$ cat src/rtl/sq_pkg.sv
// package for the 16-step pattern sequencer: register map, field layout, timing and carrier types
// assumes a single 100 MHz ref_clk and an avalon-mm slave with byte addresses
//
// Functional notes
// - start acts only while reset is inactive
// - start low freezes step, counts and outputs, except a jog advance in the event variant
// - event variant: jog rising edge advances one step
// - reset beats start, holds preset, no counting
// - preset step 1..16, entered on reset and on non-retentive run entry
// - per-step count up to 9999 timebase units
// - four status counters from selectable base number
// - optional per-step event input as transition condition
// - outputs driven whenever run mode is active
// - non-retentive run entry zeroes counts, loads preset
// - retentive option is the default
// - last step done sets completion flag, holds step
// - reset clears completion flag, enters preset step
// - jog while running advances, clears timer
// - jog in last step completes the sequence
// - timed variant: count 0 marks an unused step
// - 16 steps, each with 16-bit output pattern
// - software may rewrite preset any time, rest read-only
// - first counter status bit is completion flag
// - counters: elapsed, timer, preset, current step
// - event plus count: timer runs only while event true
// - timebase 0.01..99.99 s per count
package sq_pkg;

  ////////////////////////////////////////////////////////////////////////////
  // geometry
  localparam int unsigned SQ_STEPS     = 16;            // steps per sequence
  localparam int unsigned SQ_OUTS      = 16;            // outputs per step
  localparam int unsigned SQ_EVENTS    = 16;            // discrete event lines
  localparam logic [15:0] SQ_MAX_COUNT = 16'd9999;      // counts per step ceiling
  localparam logic [15:0] SQ_MAX_TBASE = 16'd9999;      // timebase ceiling, 99.99 s
  localparam logic [6:0]  SQ_MAX_BASE  = 7'o174;        // highest counter base number

  ////////////////////////////////////////////////////////////////////////////
  // timing
  localparam longint unsigned SQ_CLK_PERIOD_NS  = 10;        // ref_clk period
  localparam longint unsigned SQ_TICK_PERIOD_NS = 10000000;  // 0.01 s tick
  localparam int unsigned SQ_TICK_CYCLES = int'(SQ_TICK_PERIOD_NS / SQ_CLK_PERIOD_NS);

  ////////////////////////////////////////////////////////////////////////////
  // register byte offsets
  localparam logic [7:0] SQ_OFF_CTRL    = 8'h00;  // option bits
  localparam logic [7:0] SQ_OFF_TBASE   = 8'h04;  // timebase in 0.01 s units
  localparam logic [7:0] SQ_OFF_STATUS  = 8'h08;  // flag and state
  localparam logic [7:0] SQ_OFF_BASE    = 8'h0c;  // counter base number
  localparam logic [7:0] SQ_OFF_ELAPSED = 8'h10;  // step_elapsed_count
  localparam logic [7:0] SQ_OFF_TIMER   = 8'h14;  // step_timer_value
  localparam logic [7:0] SQ_OFF_PRESET  = 8'h18;  // preset_step_number
  localparam logic [7:0] SQ_OFF_CURRENT = 8'h1c;  // current_step_number
  localparam logic [7:0] SQ_OFF_COUNTS  = 8'h40;  // 16 words, counts per step
  localparam logic [7:0] SQ_OFF_EVCFG   = 8'h80;  // 16 words, event select
  localparam logic [7:0] SQ_OFF_PATTERN = 8'hc0;  // 16 words, output pattern

  ////////////////////////////////////////////////////////////////////////////
  // field positions
  localparam int unsigned SQ_CTRL_NONRET = 0;  // 1: non-retentive init
  localparam int unsigned SQ_CTRL_EVENT  = 1;  // 1: event-capable variant
  localparam int unsigned SQ_EV_EN       = 4;  // event assigned
  localparam int unsigned SQ_ST_DONE     = 0;  // completion flag
  localparam int unsigned SQ_ST_RUNMODE  = 1;  // run mode seen
  localparam int unsigned SQ_ST_ACTIVE   = 2;  // start effective

  ////////////////////////////////////////////////////////////////////////////
  // values after reset
  localparam logic [1:0]  SQ_RST_CTRL   = 2'h0;   // retentive, timed-only
  localparam logic [15:0] SQ_RST_TBASE  = 16'h1;  // 0.01 s per count
  localparam logic [6:0]  SQ_RST_BASE   = 7'h0;
  localparam logic [4:0]  SQ_RST_PRESET = 5'h1;   // step 1

  // synchronised control inputs
  typedef struct packed {
    logic run_mode;
    logic start;
    logic jog;
    logic reset;
  } sq_ctl_s;

  // step machine
  typedef enum logic [1:0] {
    SQ_PROG,
    SQ_RUN,
    SQ_DONE
  } sq_state_e;

endpackage : sq_pkg

$ cat src/rtl/sq_sync.sv
// three-stage input synchroniser with agreement filter
// assumes inputs may change at any time relative to ref_clk
module sq_sync #(
  parameter int unsigned W = 1
) (
  input  wire logic         ref_clk,
  input  wire logic         rst_n,
  input  wire logic [W-1:0] din,
  output logic      [W-1:0] dout
);

  logic [W-1:0] s1_r;  // metastable stage, read only by s2
  logic [W-1:0] s2_r;
  logic [W-1:0] s3_r;
  logic [W-1:0] q_r;   // filtered level

  // a bit changes only once stages two and three agree
  always_ff @(posedge ref_clk) begin
    if (!rst_n) begin
      s1_r <= '0;
      s2_r <= '0;
      s3_r <= '0;
      q_r  <= '0;
    end else begin
      s1_r <= din;
      s2_r <= s1_r;
      s3_r <= s2_r;
      q_r  <= (s2_r & s3_r) | (q_r & (s2_r | s3_r));
    end
  end

  assign dout = q_r;

endmodule // sq_sync

$ cat src/rtl/sq_tick_div.sv
// divider giving a one-cycle tick enable at a fixed cycle count
// assumes CYCLES of at least one
module sq_tick_div #(
  parameter int unsigned CYCLES = 1000000
) (
  input  wire logic ref_clk,
  input  wire logic rst_n,
  output logic      tick
);

  localparam int unsigned CW = (CYCLES > 1) ? $clog2(CYCLES) : 1;
  localparam logic [CW-1:0] LAST = CW'(CYCLES - 1);

  logic [CW-1:0] cnt_r;  // cycles since last tick
  logic          tick_r;

  // wrap at LAST and pulse for one cycle
  always_ff @(posedge ref_clk) begin
    if (!rst_n) begin
      cnt_r  <= '0;
      tick_r <= 1'b0;
    end else begin
      cnt_r  <= (cnt_r == LAST) ? '0 : cnt_r + 1'b1;
      tick_r <= (cnt_r == LAST);
    end
  end

  assign tick = tick_r;

endmodule // sq_tick_div

$ cat src/rtl/sq_step_sequencer.sv
// 16-step, 16-output pattern sequencer with timed and event transitions
// assumes ladder-side inputs and event lines are asynchronous; avalon-mm master on ref_clk
//
// The implementer's own choices: the Avalon-MM register port and the placing of the registers.
module sq_step_sequencer #(
  parameter int unsigned TICK_CYCLES = sq_pkg::SQ_TICK_CYCLES  // 0.01 s tick, shorten in simulation
) (
  input  wire logic        ref_clk,
  input  wire logic        rst_n,
  // ladder-side controls
  input  wire logic        run_mode,
  input  wire logic        start,
  input  wire logic        jog,
  input  wire logic        seq_reset,
  input  wire logic [15:0] event_in,
  // discrete outputs and flag
  output logic      [15:0] out_pattern,
  output logic             completion_flag,
  // avalon-mm slave
  input  wire logic [7:0]  avs_address,
  input  wire logic        avs_read,
  input  wire logic        avs_write,
  input  wire logic [31:0] avs_writedata,
  input  wire logic [3:0]  avs_byteenable,
  output logic      [31:0] avs_readdata,
  output logic             avs_waitrequest
);
  import sq_pkg::*;

  ////////////////////////////////////////////////////////////////////////////
  // configuration storage
  logic [15:0] counts_r  [SQ_STEPS];  // counts per step, 0 = none
  logic [4:0]  evcfg_r   [SQ_STEPS];  // enable and event index
  logic [15:0] pattern_r [SQ_STEPS];  // output pattern per step
  logic [1:0]  ctrl_r;                // non-retentive, event variant
  logic [15:0] tbase_r;               // ticks per count
  logic [6:0]  base_r;                // counter base number
  logic [4:0]  preset_r;              // preset step 1..16

  // sequencer state
  sq_state_e   state_r;
  logic [15:0] elapsed_r;             // counts in step
  logic [15:0] timer_r;               // ticks in present count
  logic [4:0]  cur_r;                 // current step 1..16
  logic        done_r;                // completion flag
  logic        jog_d_r;               // previous jog level
  logic        run_d_r;               // previous run level
  logic [15:0] out_r;                 // driven pattern

  // bus slave state
  logic        ack_r;                 // answer cycle
  logic [31:0] rdata_r;

  ////////////////////////////////////////////////////////////////////////////
  // input synchronisers and tick
  sq_ctl_s     ctl;                   // filtered controls
  logic [15:0] ev_s;                  // filtered events
  logic        tick;                  // 10 ms enable

  sq_sync #(.W(4)) u_ctl_sync (
    .ref_clk (ref_clk),
    .rst_n   (rst_n),
    .din     ({run_mode, start, jog, seq_reset}),
    .dout    (ctl)
  );

  sq_sync #(.W(16)) u_ev_sync (
    .ref_clk (ref_clk),
    .rst_n   (rst_n),
    .din     (event_in),
    .dout    (ev_s)
  );

  sq_tick_div #(.CYCLES(TICK_CYCLES)) u_tick (
    .ref_clk (ref_clk),
    .rst_n   (rst_n),
    .tick    (tick)
  );

  ////////////////////////////////////////////////////////////////////////////
  // step decode
  wire  [3:0]  cur_idx    = 4'(cur_r - 5'd1);
  wire  [15:0] cur_counts = counts_r[cur_idx];
  wire  [4:0]  cur_ev     = evcfg_r[cur_idx];
  wire         ev_variant = ctrl_r[SQ_CTRL_EVENT];
  wire         has_event  = ev_variant & cur_ev[SQ_EV_EN];        // timed variant ignores events
  wire         ev_true    = ev_s[cur_ev[3:0]];
  wire         has_count  = (cur_counts != 16'h0);
  wire         run_entry  = ctl.run_mode & ~run_d_r;
  wire         jog_edge   = ctl.jog & ~jog_d_r & ev_variant;
  wire         rst_act    = ctl.reset;
  wire         start_act  = ctl.start & ~rst_act;
  wire  [15:0] tb_eff     = (tbase_r == 16'h0) ? 16'h1 : tbase_r; // zero runs at one tick
  wire         count_pass = (timer_r + 16'h1) >= tb_eff;

  // last used step: highest step with a count or an event
  logic [4:0]  last_step;
  always_comb begin
    last_step = 5'd1;
    for (int i = 0; i < SQ_STEPS; i++) begin
      if (counts_r[i] != 16'h0 || (ev_variant && evcfg_r[i][SQ_EV_EN])) begin
        last_step = 5'(i + 1);
      end
    end
  end
  wire         at_last    = (cur_r >= last_step);

  // timer runs only while start is effective and event, if any, is true
  wire         time_run   = start_act & has_count & (~has_event | ev_true) & tick;
  // step end by time, by event alone, or skip of an unused step
  wire         time_end   = time_run & count_pass & ((elapsed_r + 16'h1) >= cur_counts);
  wire         event_end  = start_act & has_event & ~has_count & ev_true;
  wire         skip_end   = start_act & ~has_count & ~has_event;
  wire         step_end   = time_end | event_end | skip_end;

  ////////////////////////////////////////////////////////////////////////////
  // sequencer next state
  sq_state_e   state_nxt;
  logic [15:0] elapsed_nxt;
  logic [15:0] timer_nxt;
  logic [4:0]  cur_nxt;
  logic        done_nxt;

  always_comb begin
    state_nxt   = state_r;
    elapsed_nxt = elapsed_r;
    timer_nxt   = timer_r;
    cur_nxt     = cur_r;
    done_nxt    = done_r;
    case (state_r)
      SQ_PROG: begin
        if (run_entry) begin
          state_nxt = done_r ? SQ_DONE : SQ_RUN;            // retentive keeps all
          if (ctrl_r[SQ_CTRL_NONRET]) begin
            elapsed_nxt = 16'h0;
            timer_nxt   = 16'h0;
            cur_nxt     = preset_r;
            done_nxt    = 1'b0;
            state_nxt   = SQ_RUN;
          end
        end
      end
      SQ_RUN, SQ_DONE: begin
        if (!ctl.run_mode) begin
          state_nxt = SQ_PROG;                              // leave run, state kept
        end else if (rst_act) begin
          elapsed_nxt = 16'h0;                              // held in preset
          timer_nxt   = 16'h0;
          cur_nxt     = preset_r;
          done_nxt    = 1'b0;
          state_nxt   = SQ_RUN;
        end else if (state_r == SQ_DONE) begin
          state_nxt = SQ_DONE;                              // start and jog ignored
        end else if (jog_edge || step_end) begin
          elapsed_nxt = 16'h0;
          timer_nxt   = 16'h0;
          if (at_last) begin
            done_nxt  = 1'b1;                               // step stays at last
            state_nxt = SQ_DONE;
          end else begin
            cur_nxt   = cur_r + 5'd1;
          end
        end else if (time_run) begin
          if (count_pass) begin
            timer_nxt   = 16'h0;                            // timebase multiplies counts
            elapsed_nxt = elapsed_r + 16'h1;
          end else begin
            timer_nxt   = timer_r + 16'h1;
          end
        end
        // start low leaves everything frozen except a jog edge in the event variant
      end
      default: begin
        state_nxt = SQ_PROG;
      end
    endcase
  end

  ////////////////////////////////////////////////////////////////////////////
  // sequencer registers
  always_ff @(posedge ref_clk) begin
    if (!rst_n) begin
      state_r   <= SQ_PROG;
      elapsed_r <= 16'h0;
      timer_r   <= 16'h0;
      cur_r     <= SQ_RST_PRESET;
      done_r    <= 1'b0;
      jog_d_r   <= 1'b0;
      run_d_r   <= 1'b0;
    end else begin
      state_r   <= state_nxt;
      elapsed_r <= elapsed_nxt;
      timer_r   <= timer_nxt;
      cur_r     <= cur_nxt;
      done_r    <= done_nxt;
      jog_d_r   <= ctl.jog;
      run_d_r   <= ctl.run_mode;
    end
  end

  // outputs follow the present step whenever run mode holds
  wire  [15:0] out_nxt = ctl.run_mode ? pattern_r[4'(cur_nxt - 5'd1)] : 16'h0;
  always_ff @(posedge ref_clk) begin
    if (!rst_n) begin
      out_r <= 16'h0;
    end else begin
      out_r <= out_nxt;
    end
  end

  assign out_pattern     = out_r;
  assign completion_flag = done_r;                          // first counter status bit

  ////////////////////////////////////////////////////////////////////////////
  // bus decode: one wait cycle, answer on the second
  wire         req      = avs_read | avs_write;
  wire         wr_go    = avs_write & ack_r;                // write lands on the edge waitrequest is low
  wire  [1:0]  grp      = avs_address[7:6];                 // table select
  wire  [3:0]  tidx     = avs_address[5:2];
  wire         a_ctrl   = (avs_address == SQ_OFF_CTRL);
  wire         a_tbase  = (avs_address == SQ_OFF_TBASE);
  wire         a_status = (avs_address == SQ_OFF_STATUS);
  wire         a_base   = (avs_address == SQ_OFF_BASE);
  wire         a_elap   = (avs_address == SQ_OFF_ELAPSED);
  wire         a_timer  = (avs_address == SQ_OFF_TIMER);
  wire         a_preset = (avs_address == SQ_OFF_PRESET);
  wire         a_cur    = (avs_address == SQ_OFF_CURRENT);
  wire         a_aligned= (avs_address[1:0] == 2'b00);
  wire         a_cnt    = a_aligned & (grp == SQ_OFF_COUNTS[7:6]);
  wire         a_evc    = a_aligned & (grp == SQ_OFF_EVCFG[7:6]);
  wire         a_pat    = a_aligned & (grp == SQ_OFF_PATTERN[7:6]);
  wire  [15:0] wmask    = {{8{avs_byteenable[1]}}, {8{avs_byteenable[0]}}};
  wire  [15:0] wd16     = avs_writedata[15:0];
  wire  [4:0]  wpreset  = avs_writedata[4:0];
  wire         preset_ok= avs_byteenable[0] & (wpreset >= 5'd1) & (wpreset <= 5'd16)
                          & (avs_writedata[15:5] == 11'h0);

  assign avs_waitrequest = req & ~ack_r;

  // read data mux, counters in monitor order
  logic [31:0] rdata_nxt;
  always_comb begin
    rdata_nxt = 32'h0;                                      // unmapped reads zero
    if (a_ctrl)        rdata_nxt = {30'h0, ctrl_r};
    else if (a_tbase)  rdata_nxt = {16'h0, tbase_r};
    else if (a_status) rdata_nxt = {29'h0, start_act, ctl.run_mode, done_r};
    else if (a_base)   rdata_nxt = {25'h0, base_r};
    else if (a_elap)   rdata_nxt = {16'h0, elapsed_r};
    else if (a_timer)  rdata_nxt = {16'h0, timer_r};
    else if (a_preset) rdata_nxt = {27'h0, preset_r};
    else if (a_cur)    rdata_nxt = {27'h0, cur_r};
    else if (a_cnt)    rdata_nxt = {16'h0, counts_r[tidx]};
    else if (a_evc)    rdata_nxt = {27'h0, evcfg_r[tidx]};
    else if (a_pat)    rdata_nxt = {16'h0, pattern_r[tidx]};
  end

  // handshake and read capture
  always_ff @(posedge ref_clk) begin
    if (!rst_n) begin
      ack_r   <= 1'b0;
      rdata_r <= 32'h0;
    end else begin
      ack_r   <= req & ~ack_r;
      rdata_r <= rdata_nxt;
    end
  end

  assign avs_readdata = rdata_r;

  // scalar writes; only the preset counter is writable of the four
  always_ff @(posedge ref_clk) begin
    if (!rst_n) begin
      ctrl_r   <= SQ_RST_CTRL;                              // retentive default
      tbase_r  <= SQ_RST_TBASE;
      base_r   <= SQ_RST_BASE;
      preset_r <= SQ_RST_PRESET;
    end else if (wr_go) begin
      if (a_ctrl && avs_byteenable[0]) ctrl_r <= avs_writedata[1:0];
      if (a_tbase && (wd16 & wmask | tbase_r & ~wmask) <= SQ_MAX_TBASE)
        tbase_r <= (wd16 & wmask) | (tbase_r & ~wmask);
      if (a_base && avs_byteenable[0] && avs_writedata[6:0] <= SQ_MAX_BASE)
        base_r <= avs_writedata[6:0];
      if (a_preset && preset_ok) preset_r <= wpreset;
    end
  end

  // step tables; counts above the ceiling are refused
  wire  [15:0] cnt_merge = (wd16 & wmask) | (counts_r[tidx] & ~wmask);
  wire  [15:0] pat_merge = (wd16 & wmask) | (pattern_r[tidx] & ~wmask);
  always_ff @(posedge ref_clk) begin
    if (!rst_n) begin
      for (int i = 0; i < SQ_STEPS; i++) begin
        counts_r[i]  <= 16'h0;                              // unused by default
        evcfg_r[i]   <= 5'h0;
        pattern_r[i] <= 16'h0;
      end
    end else if (wr_go) begin
      if (a_cnt && cnt_merge <= SQ_MAX_COUNT) counts_r[tidx] <= cnt_merge;
      if (a_evc && avs_byteenable[0]) evcfg_r[tidx] <= avs_writedata[4:0];
      if (a_pat) pattern_r[tidx] <= pat_merge;
    end
  end

endmodule // sq_step_sequencer

$ cat config.mk
export PLATFORM = sky130hd
export DESIGN_NAME = sq_step_sequencer
export DESIGN_NICKNAME = d
export VERILOG_FILES = /design/src/rtl/sq_pkg.sv /design/src/rtl/sq_sync.sv /design/src/rtl/sq_tick_div.sv /design/src/rtl/sq_step_sequencer.sv
export SDC_FILE = /design/constraint.sdc
export NUM_CORES = 2
export LEC_CHECK = 0
export BUFFER_PORTS_ARGS = -buffer_cell sky130_fd_sc_hd__buf_4
export CAP_MARGIN = 20
export CORE_MARGIN = 1
export CORE_UTILIZATION = 65
export CTS_BUF_LIST = sky130_fd_sc_hd__clkbuf_8
export CTS_CLUSTER_DIAMETER = 200
export DETAILED_ROUTE_END_ITERATION = 16
export PLACE_DENSITY = 0.83
export SKIP_LAST_GASP = 1
export SLEW_MARGIN = 10
export SYNTH_ARGS = -nofsm -noshare
export SYNTH_HDL_FRONTEND = slang
export SYNTH_SLANG_ARGS = --single-unit
export TNS_END_PERCENT = 5
$ cat constraint.sdc
create_clock -name ref_clk -period 10.4 [get_ports ref_clk]
set_input_delay 2.08 -clock ref_clk [delete_from_list [all_inputs] [get_ports ref_clk]]
set_output_delay 2.08 -clock ref_clk [all_outputs]
set_load 0.05 [all_outputs]
==> impl_metrics.json <==
{
  "cts_buffers": 132,
  "core-area_mm2": 0.0631,
  "n_fill_cell": 4197,
  "cts_resized": 0,
  "wirelength_um": 124000,
  "hold_viol": 0,
  "cts.sinks": 798,
  "cpMostUsedCell": "nand2_1",
  "arrival_ns": 8.75,
  "holdWs_ns": 0.437,
  "internal_power_w": 0.00514,
  "min_path_type": "reg -> reg",
  "crit_family": "simple AND/OR/NAND/NOR gates",
  "slew_headroom_pct": 19.8,
  "cts_root_buf": "clkbuf_8",
  "fmax_mhz": 124,
  "power_density_mw_per_mm2": 153,
  "final.setup.tns_ns": 0,
  "place_worst_setup_slack_ns": 2.31,
  "wl_per_cell_um": 28.5,
  "path_class": "reg -> reg",
  "yosysWarningCount": 0,
  "dieArea_mm2": 0.0649,
  "drt_iter0_drc": 4315,
  "p_clk_share_pct": 38.6,
  "synth_edf_count": 592,
  "tightest_slew_ns": 1.20,
  "avgSynthCellArea_um2": 12.6,
  "setup_viol": 0,
  "end_kind": "register",
  "netlist_instances": 3306,
  "seq_area_frac_synth_pct": 52.7,
  "reg2reg_from": "counts_r[3][11]",
  "timing.final.crit_share_pct": 77.7,
  "crit_buf_inv": 1,
  "skew_ns": 0.0478,
  "track_usage_pct": 38.7,
  "ys.flop_type": "edfxtp_1",
  "antenna_found_initial": 10,
  "final_cells": 4335,
  "status": "complete, no violations",
  "die_width_um": 255,
  "dp_hpwl_um": 83400,
  "hold_start": "u_ev_sync.s1_r[9]",
  "grt_max_degree": 90,
  "initial_core_util_pct": 65.9,
  "fin_crit_ns": 8.08,
  "power.switching_w": 0.00181,
  "cp.required_ns": 11.07,
  "cap_violations": 0,
  "crit_slowest_cell": "ha_4",
  "critPathLaunchType": "register",
  "place_inst": 4094,
  "power_frac_comb_pct": 9.9,
  "postCtsSetupRepairBufs": 0,
  "clkTransAtPathRegs_ns": 0.06,
  "final_layout_size_suffix_gt1_share_pct": 20.0,
  "ys_seq_elements": 798,
  "die_h_um": 255,
  "postRouteAntennaNets": 0,
  "synth_cell_types": 77,
  "sw_frac_of_total_pct": 26.1,
  "tritoncts": "done",
  "vias": 30200,
  "pwr-share-seq_pct": 51.5,
  "gp_congestion": 0.996,
  "cts_hold_buf": 0,
  "grt_pass1_wl_um": 182000,
  "clk_path_buf_depth": 3,
  "area_growth_syn_to_layout_pct": 9.19,
  "port-buffer-count": 83,
  "power.leakage_nw": 17.1,
  "drc": 0,
  "crit_start": "counts_r[3][11]",
  "via_per_inst": 6.96,
  "rows": 92,
  "finalWorstSetupSlack_ns": 2.32,
  "synthArstFlopShare_pct": 0,
  "pin_count": 118,
  "overflow": 0,
  "cp_max_fo": 57,
  "clock_latency_ns": 0.79,
  "critPathMaxStageDelay_ns": 0.96,
  "peakVddDrop_v": 0.000140,
  "htreeDepth": 4,
  "rsz0062_at_grt": "no",
  "maxSlewViolCount": 0,
  "dr.pass1.iters": 8,
  "final_nets": 3502,
  "grt_pass1_vias": 29500,
  "synthesis.area_mm2": 0.0415
}
power groups by stage:
stage	Clock, W	Sequential (W)	Combinational (W)
2_1_floorplan	0	0.00362	0.000436
3_3_place_gp	0	0.00363	0.000644
3_5_place_dp	0	0.00364	0.000659
4_1_cts	0.00269	0.00358	0.000663
5_1_grt	0.00282	0.00359	0.000713
6_report	0.00268	0.00358	0.000691
cells in the final DEF (no fill, tap or decap), types with 26 or more instances in the layout:
master    count
ha_1         46
nor4_1       59
nand2_1     239
o21ai_0      87
xor2_1       26
inv_1        75
a21oi_1      80
mux4_2      284
conb_1       48
nor3_1       36
mux2i_1     184
a22oi_1      28
nand3_1      46
and2_1      150
dfxtp_1     205
nand2b_1     27
clkbuf_8    145
edfxtp_1    592
nor2_1      601
mux2_2       53
buf_4       140
synthesized netlist by cell type, types with 5 or more instances:
| cell | number | area [µm²] |
|---|---|---|
| a22oi_1 | 28 | 210 |
| dfxtp_1 | 206 | 4120 |
| buf_1 | 21 | 78.8 |
| o21ai_0 | 87 | 435 |
| nand2b_1 | 27 | 169 |
| nor4_1 | 59 | 369 |
| buf_2 | 16 | 80.1 |
| and3_1 | 20 | 125 |
| inv_1 | 37 | 139 |
| and2_1 | 150 | 938 |
| nor3_1 | 36 | 180 |
| nand3b_1 | 11 | 82.6 |
| a21oi_1 | 80 | 400 |
| o21a_1 | 7 | 52.6 |
| or4_1 | 21 | 158 |
| ha_1 | 48 | 601 |
| xnor2_1 | 24 | 210 |
| buf_4 | 18 | 135 |
| nand4_1 | 11 | 68.8 |
| a21boi_0 | 6 | 45.0 |
| a22o_1 | 19 | 166 |
| nand3_1 | 46 | 230 |
| mux2_2 | 53 | 597 |
| edfxtp_1 | 592 | 17800 |
| clkbuf_1 | 182 | 683 |
| a221oi_1 | 5 | 43.8 |
| nor2_1 | 601 | 2260 |
| xor2_1 | 26 | 228 |
| mux2i_1 | 188 | 1880 |
| a21o_1 | 20 | 150 |
| a31oi_1 | 16 | 100 |
| a211oi_1 | 15 | 113 |
| nand2_1 | 239 | 897 |
| or3_1 | 10 | 62.6 |
| mux4_1 | 22 | 578 |
| mux4_2 | 284 | 6400 |
| nor2b_1 | 9 | 56.3 |
worst register-to-register path, delay by kind of cell, from the launching register on:
family                     cells  cell delay (ns)
and+or+nand+nor               14             2.76
AOI/OAI and AO/OA             10             2.31
adders and majority gates      2             1.24
muxes                          2             0.71
buffers and inverters          1             0.54
DFF                            1             0.42
layout make-up:
class | count | area (µm²) | area share, %
sequential | 798 | 21900 | 48.3
tap | 846 | 1060 | 2.33
multi-input combinational | 2268 | 18600 | 41.0
inverter | 40 | 150 | 0.331
clock buffer | 144 | 1980 | 4.37
clock inverter | 90 | 519 | 1.14
antenna | 3 | 7.51 | 0.0166
timing repair buffer | 146 | 1140 | 2.51
per-stage QoR:
stage / utilization [%] / total power [W] / area (µm²)
2_1_floorplan: - / 0.00405 / 41700
5_1_grt: 71.9 / 0.00712 / 45400
6_report: 71.9 / 0.00695 / 45400
3_5_place_dp: 67.8 / 0.00430 / 42800
3_3_place_gp: 67.8 / 0.00428 / 42800
4_1_cts: 71.8 / 0.00693 / 45300
sequential cells by signal (all words and copies together), names as in the netlist, 2 cells and up:
| register | count |
|---|---|
| u_ctl_sync.s3_r | 4 |
| out_pattern | 16 |
| evcfg_r | 80 |
| counts_r | 256 |
| u_ctl_sync.dout | 4 |
| u_ev_sync.s1_r | 16 |
| cur_r | 5 |
| base_r | 7 |
| u_ev_sync.s3_r | 16 |
| u_ctl_sync.s2_r | 4 |
| preset_r | 5 |
| avs_readdata | 16 |
| u_ctl_sync.s1_r | 4 |
| u_ev_sync.s2_r | 16 |
| state_r | 2 |
| ctrl_r | 2 |
| u_ev_sync.dout | 16 |
| u_tick.cnt_r | 20 |
| pattern_r | 256 |
| tbase_r | 16 |
| elapsed_r | 16 |
| timer_r | 16 |
final timing paths:
kind | cells past startpoint | slack (ns) | end
setup / recovery | 29 | 2.32 | out_pattern[8]
hold / removal | 1 | 0.44 | u_ev_sync.s2_r[9]
setup reg to reg | 29 | 2.32 | out_pattern[8]
hold reg to reg | 1 | 0.44 | u_ev_sync.s2_r[9]
kinds of logic (layout without fill, tap and decap cells):
logic type               count (synthesis)  after routing  synth area share (%)
AO/OA/AOI/OAI                          312            312                  4.84
buffers and inverters                  287            420                  3.06
XOR/XNOR                                52             52                  1.16
AND/OR/NAND/NOR                       1261           1261                  14.0
flip-flops                             798            798                  52.7
adder cells (fa/ha/maj)                 48             48                  1.45
multiplexers                           547            547                  22.8
other                                    1             51               0.00903
layer usage:
layer  vias up  GRT usage, %  routed length (µm)
li1      12500             -                   -
met1     14700          50.1               43000
met2      2456          58.5               56100
met3       451          12.8               17900
met4        12          20.1                6530
met5         -             0                  86
(Power assumes the default switching activity.)
